<file path="config.mk">
export PLATFORM = sky130hd
export DESIGN_NAME = stil_top
export DESIGN_NICKNAME = d
export VERILOG_FILES = /design/src/stil_pkg.sv /design/src/stil_top.sv
export SDC_FILE = /design/constraint.sdc
export NUM_CORES = 1
export LEC_CHECK = 0
export ABC_CLOCK_PERIOD_IN_PS = 2750
export BUFFER_PORTS_ARGS = -buffer_cell sky130_fd_sc_hd__clkbuf_2
export CELL_PAD_IN_SITES_DETAIL_PLACEMENT = 0
export CELL_PAD_IN_SITES_GLOBAL_PLACEMENT = 1
export CORE_MARGIN = 2
export CORE_UTILIZATION = 44
export CTS_CLUSTER_DIAMETER = 60
export DETAILED_ROUTE_END_ITERATION = 16
export GPL_TIMING_DRIVEN = 0
export PLACE_DENSITY_LB_ADDON = 0.1
export REMOVE_ABC_BUFFERS = 1
export SETUP_SLACK_MARGIN = 0.02
export SLEW_MARGIN = 20
export SYNTH_ARGS = -nofsm -noshare
export SYNTH_HDL_FRONTEND = slang
export SYNTH_SLANG_ARGS = --single-unit
</file>
<file path="constraint.sdc">
create_clock -name I_CLK -period 2.75 [get_ports I_CLK]
set_input_delay 0.55 -clock I_CLK [delete_from_list [all_inputs] [get_ports I_CLK]]
set_output_delay 0.55 -clock I_CLK [all_outputs]
set_load 0.005 [all_outputs]
</file>
<file path="src/stil_pkg.sv">
// shared constants and types of the test port instruction logic
package stil_pkg;

    localparam int          IR_W        = 3;
    localparam int          ID_W        = 32;
    localparam int          PIN_N       = 8;
    localparam int          FILL_N      = 2;
    localparam int          BSR_W       = PIN_N + FILL_N;
    localparam int          FIFO_DEPTH  = 8;
    localparam int          FIFO_W      = 2;

    // instruction codes, msb written on the left
    localparam logic [2:0]  IR_EXTEST   = 3'h0;
    localparam logic [2:0]  IR_IDCODE   = 3'h1;
    localparam logic [2:0]  IR_SAMPLEZ  = 3'h2;
    localparam logic [2:0]  IR_SAMPLE   = 3'h4;
    localparam logic [2:0]  IR_BYPASS   = 3'h7;

    // capture pattern of the instruction register
    localparam logic [2:0]  IR_CAPTURE  = 3'h1;
    // default of the cells with no pin behind them
    localparam logic [FILL_N-1:0] FILL_DEFAULT = 2'h3;

    // reset values
    localparam logic [2:0]  IR_RESET    = IR_IDCODE;
    localparam logic        TDO_RESET   = 1'h0;

    typedef enum logic [15:0] {
        ST_TLR   = 16'h0001,
        ST_RTI   = 16'h0002,
        ST_SELDR = 16'h0004,
        ST_CAPDR = 16'h0008,
        ST_SHDR  = 16'h0010,
        ST_EX1DR = 16'h0020,
        ST_PADR  = 16'h0040,
        ST_EX2DR = 16'h0080,
        ST_UPDR  = 16'h0100,
        ST_SELIR = 16'h0200,
        ST_CAPIR = 16'h0400,
        ST_SHIR  = 16'h0800,
        ST_EX1IR = 16'h1000,
        ST_PAIR  = 16'h2000,
        ST_EX2IR = 16'h4000,
        ST_UPIR  = 16'h8000
    } stil_tap_t;

endpackage

</file>
<file path="src/stil_top.sv">
// test port instruction logic: tap, instruction register, data registers, tdo fifo
//
// Contract
// - Capture-IR loads 01 into low bits
// - Shift-IR shifts instruction between TDI and TDO
// - new instruction acts only at Update-IR
// - code 111 selects one-bit bypass register
// - code 100 Capture-DR samples pin ring
// - unpinned boundary cells capture fixed defaults
// - code 100 shifts boundary register in Shift-DR
// - code 000 is external test, boundary path
// - external test never blocks RAM inputs
// - external test drives outputs at Update-IR fall
// - external test Capture-DR loads pins and defaults
// - code 001 captures and shifts ID register
// - ID instruction loaded at reset and TLR
// - code 010 floats outputs, boundary path
// - codes are 3-bit, msb on left
// - instruction register 3 bits, loaded in path
// - five TMS highs reach Test-Logic-Reset
// - ID bit 0 leaves first on TDO
`timescale 1ns/1ps
`default_nettype none

module stil_fifo #(
    parameter int W = 2,
    parameter int D = 8
) (
    // clock and reset
    input  wire logic         i_clk,
    input  wire logic         i_arst_n,
    // fill side
    input  wire logic         i_in_valid,
    output logic              o_in_ready,
    input  wire logic [W-1:0] i_in_data,
    // drain side
    output logic              o_out_valid,
    input  wire logic         i_out_ready,
    output logic [W-1:0]      o_out_data
);
    localparam int AW = $clog2(D);
    localparam int CW = $clog2(D + 1);

    typedef struct packed {
        logic [D-1:0][W-1:0] mem;
        logic [AW-1:0]       wp;
        logic [AW-1:0]       rp;
        logic [CW-1:0]       cnt;
    } stil_fifo_st_t;

    stil_fifo_st_t st_ff;
    stil_fifo_st_t nxt_st;
    logic          push;
    logic          pop;

    assign o_in_ready  = (st_ff.cnt != CW'(D));
    assign o_out_valid = (st_ff.cnt != '0);
    assign o_out_data  = st_ff.mem[st_ff.rp];

    always_comb begin
        nxt_st = st_ff;
        push   = i_in_valid && o_in_ready;
        pop    = o_out_valid && i_out_ready;
        if (push) begin
            nxt_st.mem[st_ff.wp] = i_in_data;
            nxt_st.wp = (st_ff.wp == AW'(D - 1)) ? '0 : st_ff.wp + AW'(1);
        end
        if (pop) begin
            nxt_st.rp = (st_ff.rp == AW'(D - 1)) ? '0 : st_ff.rp + AW'(1);
        end
        if (push && !pop) begin
            nxt_st.cnt = st_ff.cnt + CW'(1);
        end else if (pop && !push) begin
            nxt_st.cnt = st_ff.cnt - CW'(1);
        end
    end

    always_ff @(posedge i_clk or negedge i_arst_n) begin
        if (!i_arst_n) begin
            st_ff <= '0;
        end else begin
            st_ff <= nxt_st;
        end
    end
endmodule

module stil_top #(
    // arbitrary values, not any real part's identity
    parameter logic [19:0] ID_UPPER = 20'h00000,
    parameter logic [10:0] ID_MAKER = 11'h2a5
) (
    // clock and reset
    input  wire logic                         I_CLK,
    input  wire logic                         I_ARST_N,
    // test port pins
    input  wire logic                         I_TCK,
    input  wire logic                         I_TMS,
    input  wire logic                         I_TDI,
    output logic                              O_TDO,
    output logic                              O_TDO_OE,
    // ram pin ring
    input  wire logic [stil_pkg::PIN_N-1:0]   I_PIN,
    output logic [stil_pkg::PIN_N-1:0]        O_PIN_DRV,
    output logic                              O_PIN_DRV_EN,
    output logic                              O_RAM_HIZ,
    // active instruction
    output logic [stil_pkg::IR_W-1:0]         O_IR
);
    typedef struct packed {
        logic                          tck_s1;
        logic                          tck_s2;
        logic                          tck_prev;
        logic                          tms_s1;
        logic                          tms_s2;
        logic                          tdi_s1;
        logic                          tdi_s2;
        logic [stil_pkg::PIN_N-1:0]    pin_s1;
        logic [stil_pkg::PIN_N-1:0]    pin_s2;
        logic                          pend;
        logic                          tms;
        logic                          tdi;
        stil_pkg::stil_tap_t           tap;
        logic [stil_pkg::IR_W-1:0]     ir_sh;
        logic [stil_pkg::IR_W-1:0]     ir_act;
        logic                          byp;
        logic [stil_pkg::ID_W-1:0]     idr;
        logic [stil_pkg::BSR_W-1:0]    bsr;
        logic [stil_pkg::PIN_N-1:0]    bsr_upd;
        logic                          drv_en;
        logic                          hiz;
        logic                          tdo;
        logic                          tdo_oe;
    } stil_top_st_t;

    localparam logic [stil_pkg::ID_W-1:0] ID_VALUE = {ID_UPPER, ID_MAKER, 1'b1};

    stil_top_st_t                 st_ff;
    stil_top_st_t                 nxt_st;
    logic                         rise;
    logic                         fall;
    logic                         push;
    logic [stil_pkg::FIFO_W-1:0]  push_data;
    logic                         fifo_in_rdy;
    logic                         fifo_out_vld;
    logic [stil_pkg::FIFO_W-1:0]  fifo_out_data;

    // boundary register selection; private codes fall to bypass
    function automatic logic sel_bsr(input logic [2:0] ir);
        sel_bsr = (ir == stil_pkg::IR_EXTEST) || (ir == stil_pkg::IR_SAMPLEZ)
               || (ir == stil_pkg::IR_SAMPLE);
    endfunction

    function automatic logic sel_id(input logic [2:0] ir);
        sel_id = (ir == stil_pkg::IR_IDCODE);
    endfunction

    function automatic stil_pkg::stil_tap_t tap_next(input stil_pkg::stil_tap_t s,
                                                     input logic tms);
        case (s)
            stil_pkg::ST_TLR:   tap_next = tms ? stil_pkg::ST_TLR   : stil_pkg::ST_RTI;
            stil_pkg::ST_RTI:   tap_next = tms ? stil_pkg::ST_SELDR : stil_pkg::ST_RTI;
            stil_pkg::ST_SELDR: tap_next = tms ? stil_pkg::ST_SELIR : stil_pkg::ST_CAPDR;
            stil_pkg::ST_CAPDR: tap_next = tms ? stil_pkg::ST_EX1DR : stil_pkg::ST_SHDR;
            stil_pkg::ST_SHDR:  tap_next = tms ? stil_pkg::ST_EX1DR : stil_pkg::ST_SHDR;
            stil_pkg::ST_EX1DR: tap_next = tms ? stil_pkg::ST_UPDR  : stil_pkg::ST_PADR;
            stil_pkg::ST_PADR:  tap_next = tms ? stil_pkg::ST_EX2DR : stil_pkg::ST_PADR;
            stil_pkg::ST_EX2DR: tap_next = tms ? stil_pkg::ST_UPDR  : stil_pkg::ST_SHDR;
            stil_pkg::ST_UPDR:  tap_next = tms ? stil_pkg::ST_SELDR : stil_pkg::ST_RTI;
            stil_pkg::ST_SELIR: tap_next = tms ? stil_pkg::ST_TLR   : stil_pkg::ST_CAPIR;
            stil_pkg::ST_CAPIR: tap_next = tms ? stil_pkg::ST_EX1IR : stil_pkg::ST_SHIR;
            stil_pkg::ST_SHIR:  tap_next = tms ? stil_pkg::ST_EX1IR : stil_pkg::ST_SHIR;
            stil_pkg::ST_EX1IR: tap_next = tms ? stil_pkg::ST_UPIR  : stil_pkg::ST_PAIR;
            stil_pkg::ST_PAIR:  tap_next = tms ? stil_pkg::ST_EX2IR : stil_pkg::ST_PAIR;
            stil_pkg::ST_EX2IR: tap_next = tms ? stil_pkg::ST_UPIR  : stil_pkg::ST_SHIR;
            stil_pkg::ST_UPIR:  tap_next = tms ? stil_pkg::ST_SELDR : stil_pkg::ST_RTI;
            default:            tap_next = stil_pkg::ST_TLR;
        endcase
    endfunction

    // tdo bits wait here until the falling tck edge; a full fifo stalls the core
    stil_fifo #(
        .W (stil_pkg::FIFO_W),
        .D (stil_pkg::FIFO_DEPTH)
    ) u_tdo_fifo (
        .i_clk       (I_CLK),
        .i_arst_n    (I_ARST_N),
        .i_in_valid  (push),
        .o_in_ready  (fifo_in_rdy),
        .i_in_data   (push_data),
        .o_out_valid (fifo_out_vld),
        .i_out_ready (fall),
        .o_out_data  (fifo_out_data)
    );

    assign fall = !st_ff.tck_s2 && st_ff.tck_prev;
    assign rise = st_ff.tck_s2 && !st_ff.tck_prev;

    always_comb begin
        nxt_st           = st_ff;
        push             = 1'b0;
        push_data        = '0;
        nxt_st.tck_s1    = I_TCK;
        nxt_st.tck_s2    = st_ff.tck_s1;
        nxt_st.tck_prev  = st_ff.tck_s2;
        nxt_st.tms_s1    = I_TMS;
        nxt_st.tms_s2    = st_ff.tms_s1;
        nxt_st.tdi_s1    = I_TDI;
        nxt_st.tdi_s2    = st_ff.tdi_s1;
        // pins are only sampled, never gated toward the ram core
        nxt_st.pin_s1    = I_PIN;
        nxt_st.pin_s2    = st_ff.pin_s1;

        // latch tms and tdi at the rising edge; processing may wait on the fifo
        if (rise) begin
            nxt_st.pend = 1'b1;
            nxt_st.tms  = st_ff.tms_s2;
            nxt_st.tdi  = st_ff.tdi_s2;
        end

        if (st_ff.pend && fifo_in_rdy) begin
            nxt_st.pend = 1'b0;
            case (st_ff.tap)
                stil_pkg::ST_TLR: begin
                    nxt_st.ir_act = stil_pkg::IR_RESET;
                    nxt_st.drv_en = 1'b0;
                    nxt_st.hiz    = 1'b0;
                end
                stil_pkg::ST_CAPIR: begin
                    nxt_st.ir_sh = stil_pkg::IR_CAPTURE;
                end
                stil_pkg::ST_SHIR: begin
                    nxt_st.ir_sh = {st_ff.tdi, st_ff.ir_sh[2:1]};
                end
                stil_pkg::ST_CAPDR: begin
                    if (sel_bsr(st_ff.ir_act)) begin
                        // inputs must be settled here or the sample is not repeatable
                        nxt_st.bsr = {stil_pkg::FILL_DEFAULT, st_ff.pin_s2};
                    end else if (sel_id(st_ff.ir_act)) begin
                        nxt_st.idr = ID_VALUE;
                    end else begin
                        nxt_st.byp = 1'b0;
                    end
                end
                stil_pkg::ST_SHDR: begin
                    if (sel_bsr(st_ff.ir_act)) begin
                        nxt_st.bsr = {st_ff.tdi, st_ff.bsr[stil_pkg::BSR_W-1:1]};
                    end else if (sel_id(st_ff.ir_act)) begin
                        nxt_st.idr = {st_ff.tdi, st_ff.idr[stil_pkg::ID_W-1:1]};
                    end else begin
                        nxt_st.byp = st_ff.tdi;
                    end
                end
                default: begin
                end
            endcase
            nxt_st.tap = tap_next(st_ff.tap, st_ff.tms);

            // bit that tdo shows from the next falling edge
            push = 1'b1;
            if (nxt_st.tap == stil_pkg::ST_SHIR) begin
                push_data = {1'b1, nxt_st.ir_sh[0]};
            end else if (nxt_st.tap == stil_pkg::ST_SHDR) begin
                if (sel_bsr(nxt_st.ir_act)) begin
                    push_data = {1'b1, nxt_st.bsr[0]};
                end else if (sel_id(nxt_st.ir_act)) begin
                    push_data = {1'b1, nxt_st.idr[0]};
                end else begin
                    push_data = {1'b1, nxt_st.byp};
                end
            end
        end

        if (fall) begin
            if (fifo_out_vld) begin
                nxt_st.tdo    = fifo_out_data[0];
                nxt_st.tdo_oe = fifo_out_data[1];
            end
            // shifted instruction and its pin effects take hold here; Test-Logic-Reset loads the reset code and clears them above
            if (st_ff.tap == stil_pkg::ST_UPIR) begin
                nxt_st.ir_act = st_ff.ir_sh;
                nxt_st.drv_en = (st_ff.ir_sh == stil_pkg::IR_EXTEST);
                nxt_st.hiz    = (st_ff.ir_sh == stil_pkg::IR_SAMPLEZ);
            end
            if (st_ff.tap == stil_pkg::ST_UPDR && sel_bsr(st_ff.ir_act)) begin
                nxt_st.bsr_upd = st_ff.bsr[stil_pkg::PIN_N-1:0];
            end
        end
    end

    always_ff @(posedge I_CLK or negedge I_ARST_N) begin
        if (!I_ARST_N) begin
            st_ff        <= '0;
            st_ff.tap    <= stil_pkg::ST_TLR;
            st_ff.ir_act <= stil_pkg::IR_RESET;
            st_ff.ir_sh  <= stil_pkg::IR_RESET;
            st_ff.tdo    <= stil_pkg::TDO_RESET;
        end else begin
            st_ff <= nxt_st;
        end
    end

    assign O_TDO        = st_ff.tdo;
    assign O_TDO_OE     = st_ff.tdo_oe;
    assign O_PIN_DRV    = st_ff.bsr_upd;
    assign O_PIN_DRV_EN = st_ff.drv_en;
    assign O_RAM_HIZ    = st_ff.hiz;
    assign O_IR         = st_ff.ir_act;
endmodule

`default_nettype wire

</file>
==> metrics.md, run 1 <==
| Metric | Value |
|---|---|
| DP Worst Slack | -1530 ps |
| Die Ht | 121 um |
| Ys async rst share | 1.00 |
| Multi-input logic area | 0.00260 mm^2 |
| Max Clock Freq | 374 MHz |
| Critical Path RT | 3010 ps |
| Post-Place Cells | 731 |
| # rows | 42 |
| Post-synthesis sequential area ratio | 0.538 |
| Slew Limit Fails | 0 |
| Crit path DAT | 2940 ps |
| # nets final | 605 |
| Post-route DRC violation count | 0 |
| FF+latch count, synth | 129 |
| Max stage delay on crit path | 690 ps |
| Core area | 0.0133 mm^2 |
| Syn avg cell area | 10.6 um^2 |
| Synthesis Warnings | 0 |
| Die area | 0.0146 mm^2 |
| Most common cell after layout, fill and taps aside | dfrtp_1 |
| Routed length per instance | 17.0 um |
| Worst-Margin Slew | 737 ps |
| Num CTS Buffers | 17 |
| Post-synth EDFFs | 0 |
| First-pass GRT wire length | 21.9 mm |
| Initial Utilization | 0.452 |
| DPL Wire Length | 8.37 mm |
| Gr usage total | 0.193 |
| Largest net degree at the start of global routing | 67 |
| Leakage Power | 3.29 nW |
| Synth cell types | 63 |
| Violation count after the first detailed-route iteration | 305 |
| CTS max path bufs | 2 |
| Antenna cells | 0 |
| Final setup fails | 0 |
| Layout Cells excl Fill | 772 |
| I/O pin total | 28 |
| CP max FO | 16 |
| Chip width | 121 um |
| Antenna violations before repair | 0 |
| Worst setup slack after layout | 72.7 ps |
| Setup CP Type | reg2reg |
| Most used flip-flop cell after synthesis | dfrtp_1 |
| Crit end category | register |
| Via count | 4287 |
| Min Tclk post-route | 2680 ps |
| Layout area overhead | 17.4% |
| CP max-delay cell | or4b_2 |
| Final Cycle Share | 0.974 |
| Overall power | 5.91 mW |
| Util after Layout | 0.531 |
| Vias in the first global route | 4227 |
| Status | completed |
| Sequential cell area | 0.00324 mm^2 |
| Total gr overflow | 0 |
| Fin. Hold Viols | 0 |
| Vias per Instance | 5.55 |
| Worst hold path type | in2async |
| Fillcell total | 1161 |
| Startpoint types | register |
| Clock sink total | 129 |
| Max_cap viols | 0 |
| Most frequent cell on the critical path | nor4_4 |
| Post-Route WL | 13.2 mm |
| Rel. slew slack | 0.505 |
| CTS H-Tree Depth | 4 |
| Worst-Skew Late Latency | 410 ps |
| IO Port Bufs | 27 |
| 1st-pass router iterations | 4 |
| Cells after Synth | 566 |
| Clk_skew | 4.16 ps |
| Most frequent cells in the layout | 122 x dfrtp_1, 89 x nand2_1, 35 x nand3_1 |
| Worst path cell trace | or4b_2 -> nor4_4 -> buf_4 -> nand2b_1 -> and3_1 -> nor4_4 -> buf_6 -> a21oi_1 |
| Clock transition at path regs | 50 ps |
| CTS root buffer | clkbuf_16 |
| Share of cells above drive strength 1 | 0.225 |
| Final GP Congestion | 0.796 |
| Final ANT Viol Nets | 0 |
| Cell area after synthesis | 0.00601 mm^2 |
| CTS tree | yes |
| RSZ-0062 raised after global routing | true |
| PD cells | 837 mW/mm^2 |
| Maximum vdd drop | 547 uV |
## report_power, final
part	switching, mW	internal, mW
Sequential	0.262	2.06
Combinational	0.680	0.474
Clock	0.796	1.63
## final cells by class
type	count	area share
tap	176	0.0312
multi-input combinational	381	0.369
clock inverter	9	0.0214
inverter	14	0.00922
clock buffer	22	0.0700
timing repair buffer	41	0.0408
sequential	129	0.459
## worst max-delay path, delay by kind of cell, from the launching register on
family	cells	cell delay [ps]
flip-flops	1	530
AND/OR/NAND/NOR	5	1560
AO/OA/AOI/OAI	1	70
buffers and inverters	2	360
## sequential cells by signal, summed over array words and instances, names as in the netlist
register,count
O_PIN_DRV_EN,1
u_tdo_fifo.st_ff,26
O_RAM_HIZ,1
O_PIN_DRV,8
O_IR,3
st_ff,76
O_TDO_OE,1
O_TDO,1
nxt_st,12
## per-layer routing
metal | routed length (um) | track usage | part of all wire | vias to the layer above
li1 | - | - | - | 2039
met5 | 0 | 0 | 0 | -
met2 | 6300 | 0.303 | 0.48 | 80
met4 | 137 | 0.0640 | 0.010 | 0
met1 | 6180 | 0.264 | 0.47 | 2156
met3 | 537 | 0.0479 | 0.041 | 12
## logic make-up after synthesis
family,Yosys count,synth area share
mux,36,0.0729
buf+inv,57,0.0473
fa+ha+maj,8,0.0179
simple gates,227,0.200
xor+xnor,11,0.0160
flops,129,0.538
compound gates,98,0.109
## cell usage after synthesis, types with 4 or more instances
cell type  instances  area share
xnor2_1            6      0.0087
nor2_1            30       0.019
nor4_1             4      0.0042
inv_1             13      0.0081
mux2i_1           10       0.017
buf_4             14       0.017
xor2_1             5      0.0073
o22a_1             4      0.0058
nand4b_1           4      0.0058
nand2_1           91       0.057
nor4_2             4      0.0083
clkbuf_1          19       0.012
dfrtp_1          126        0.52
a21oi_1           17       0.014
o21ai_0           27       0.022
a22o_1             9       0.013
nand4_1            7      0.0073
a21o_1             8       0.010
mux2_2            21       0.039
mux4_2             4       0.015
nor4_4             4       0.014
nand3_1           35       0.029
buf_2              8      0.0067
nor3_1            16       0.013
a31oi_1            4      0.0042
a22oi_1            9       0.011
o31ai_1            4      0.0050
ha_1               7       0.015
## per-stage QoR
| stage | hold WS [ps] | setup TNS [ps] | area, um^2 |
|---|---|---|---|
| floorplan | 254 | -17320 | 5780 |
| global placement | 332 | -195630 | 6130 |
| detailed placement | 335 | -62910 | 6210 |
| CTS | 130 | 0 | 6970 |
| global route | 155 | -168 | 7060 |
| finish | 113 | 0 | 7060 |
## what timing repair did
item / 4_1_cts / 5_1_grt
setup buffers: 5 / 4
hold buffers: 0 / 0
pin swaps: 4 / 3
endpoints found under the setup margin: 84 / 37
gates cloned: 0 / 1
resized for setup: 14 / 11
## final timing paths
check | from | end | slack [ps] | depth (start not counted)
max in group asynchronous | I_ARST_N | O_IR[0] | 1920 | 2
min | I_ARST_N | nxt_st[100] | 110 | 1
min reg2reg | nxt_st[87] | st_ff[87] | 340 | 0
max reg2reg | st_ff[63] | u_tdo_fifo.st_ff[10] | 70 | 8
max | st_ff[63] | u_tdo_fifo.st_ff[10] | 70 | 8
min in group I_CLK | I_PIN[3] | nxt_st[83] | 240 | 1
Note: power is estimated with default switching activity, not from simulation.
==> run 2, diff against run 1 <==
--- a/config.mk
+++ b/config.mk
@@ -9,8 +9,8 @@
 export BUFFER_PORTS_ARGS = -buffer_cell sky130_fd_sc_hd__clkbuf_2
 export CELL_PAD_IN_SITES_DETAIL_PLACEMENT = 0
 export CELL_PAD_IN_SITES_GLOBAL_PLACEMENT = 1
-export CORE_MARGIN = 2
 export CORE_UTILIZATION = 44
+export CTS_BUF_LIST = sky130_fd_sc_hd__clkbuf_16
 export CTS_CLUSTER_DIAMETER = 60
 export DETAILED_ROUTE_END_ITERATION = 16
 export GPL_TIMING_DRIVEN = 0
==> run 2 against run 1 <==
  * Power decreased by 3.4%
  * Maximum frequency rose by 2.6%
  * Final area barely moved
  * Largest power group is now sequential cells
  * Highest routed layer unchanged
==> metrics.md, run 2 (synthesis results as in run 1) <==
| Metric | Value |
|---|---|
| Register-to-Register Path Depth | 8 |
| Clock transition at path regs | 60 ps |
| I/O pin total | 28 |
| Reg-to-reg setup timing slack | 140 ps |
| CTS tree | yes |
| Status | completed |
| Core area | 0.0133 mm^2 |
| 1st-pass router iterations | 6 |
| Share of cells above drive strength 1 | 0.240 |
| Setup CP Type | reg2reg |
| Post-route DRC violation count | 0 |
| Antenna cells | 0 |
| Fin. Hold Viols | 0 |
| Layout area overhead | 17.4% |
| Die Ht | 119 um |
| RSZ-0062 raised after global routing | false |
| Vias per Instance | 5.50 |
| CP max-delay cell | or4b_4 |
| Gr usage total | 0.199 |
| Chip width | 119 um |
| Max stage delay on crit path | 590 ps |
| Final ANT Viol Nets | 0 |
| Initial Utilization | 0.452 |
| # nets final | 612 |
| Via count | 4287 |
| Worst R2R End | u_tdo_fifo.st_ff[18] |
| Routed length per instance | 16.6 um |
| Rel. slew slack | 0.496 |
| RR Startpoint | st_ff[66] |
| Final setup fails | 0 |
| Crit path DAT | 2880 ps |
| CTS max path bufs | 2 |
| Biggest register | st_ff |
| CTS root buffer | clkbuf_16 |
| IO Port Bufs | 27 |
| Worst-Margin Slew | 752 ps |
| Final GP Congestion | 0.860 |
| Die area | 0.0141 mm^2 |
| Total gr overflow | 0 |
| Crit end category | register |
| Critical Path RT | 3020 ps |
| Clk_skew | 5.91 ps |
| Vias in the first global route | 4201 |
| Fillcell total | 1199 |
| Violation count after the first detailed-route iteration | 280 |
| Min Tclk post-route | 2610 ps |
| Multi-input logic area | 0.00262 mm^2 |
| Largest net degree at the start of global routing | 74 |
| CTS H-Tree Depth | 4 |
| Startpoint types | register |
| Most common cell after layout, fill and taps aside | dfrtp_1 |
| DPL Wire Length | 8.23 mm |
| PD cells | 808 mW/mm^2 |
| DP Worst Slack | -1530 ps |
| Worst setup slack after layout | 141 ps |
| Most frequent cells in the layout | 118 x dfrtp_1, 89 x nand2_1, 35 x nand3_1 |
| Final Cycle Share | 0.949 |
| Max_cap viols | 0 |
| CP max FO | 9 |
| Worst path cell trace | or4b_4 -> nor4_4 -> buf_6 -> a211oi_1 -> and3_1 -> nor4_4 -> buf_6 -> a21oi_1 |
| Worst hold path type | in2async |
| Antenna violations before repair | 0 |
| Maximum vdd drop | 417 uV |
| Worst-Skew Late Latency | 420 ps |
| Max Clock Freq | 383 MHz |
| # rows | 42 |
| Slew Limit Fails | 0 |
| Leakage Power | 3.28 nW |
| Post-Route WL | 13.0 mm |
| Num CTS Buffers | 17 |
| First-pass GRT wire length | 21.9 mm |
| Largest register FFs | 76 |
| Clock sink total | 129 |
| Sequential cell area | 0.00324 mm^2 |
| Util after Layout | 0.531 |
[run 2: cell types whose count changed in the layout (fill, tap and decap cells not counted), moves of 2 or more]
| cell | change |
|---|---|
| clkbuf_8 | -5 |
| dfrtp_2 | +4 |
| buf_4 | +7 |
| clkinv_4 | +3 |
| dfrtp_1 | -4 |
| bufinv_16 | -2 |
| clkinvlp_4 | +3 |
[run 2: per-stage QoR]
stage | setup TNS [ps] | power [mW] | hold WS, ps | instance area (um^2) | std cells
3_5_place_dp | -62310 | 3.38 | 336 | 6220 | 731
2_1_floorplan | -17320 | 3.04 | 254 | 5780 | 523
5_1_grt | 0 | 6.03 | 120 | 7060 | 779
3_3_place_gp | -198360 | 3.34 | 331 | 6130 | 726
6_report | 0 | 5.70 | 97.9 | 7060 | 779
4_1_cts | 0 | 5.62 | 111 | 6870 | 764
[run 2: where the power goes]
part / internal (mW) / switching (mW)
Combinational: 0.526 / 0.695
Clock: 1.32 / 0.843
Sequential: 2.06 / 0.251
Total: 3.91 / 1.79
[run 2: worst max path at each step]
stage | start | end | slack (ps) | cells past startpoint
6_report | st_ff[66] | u_tdo_fifo.st_ff[18] | 140 | 8
5_1_grt | st_ff[71] | u_tdo_fifo.st_ff[12] | 20 | 7
4_1_cts | u_tdo_fifo.st_ff[0] | u_tdo_fifo.st_ff[3] | 10 | 12
3_5_place_dp | u_tdo_fifo.st_ff[0] | u_tdo_fifo.st_ff[3] | -1530 | 12
3_3_place_gp | st_ff[69] | st_ff[40] | -1560 | 6
2_1_floorplan | st_ff[69] | st_ff[24] | -490 | 6
[run 2: layer usage]
metal	vias to the layer above	GRT usage	share of wire
met4	0	0.0720	0.011
li1	2058	-	-
met3	12	0.0512	0.040
met1	2140	0.267	0.47
met5	-	0	0
met2	77	0.312	0.48
[run 2: worst max-delay path: cells and delay by family (launching register included)]
| family | cells | cell delay [ps] |
|---|---|---|
| AOI/OAI and AO/OA | 2 | 150 |
| buffers and inverters | 2 | 370 |
| DFF | 1 | 480 |
| and+or+nand+nor | 4 | 1450 |
[run 2: repair_timing]
action | CTS | global route
buffers inserted | 2 | 14
pin swaps | 2 | 6
gates resized for setup | 12 | 20
endpoints found under the setup margin | 84 | 63
hold buffers | 0 | 0
gates cloned | 0 | 1
[run 2: layout make-up]
cell class / count / area share
flip-flops and latches: 129 / 0.459
multi-input cells: 381 / 0.371
clock buffers: 17 / 0.0603
repair buffers: 48 / 0.0488
well taps: 176 / 0.0312
clock inverters: 14 / 0.0202
inverters: 14 / 0.00922
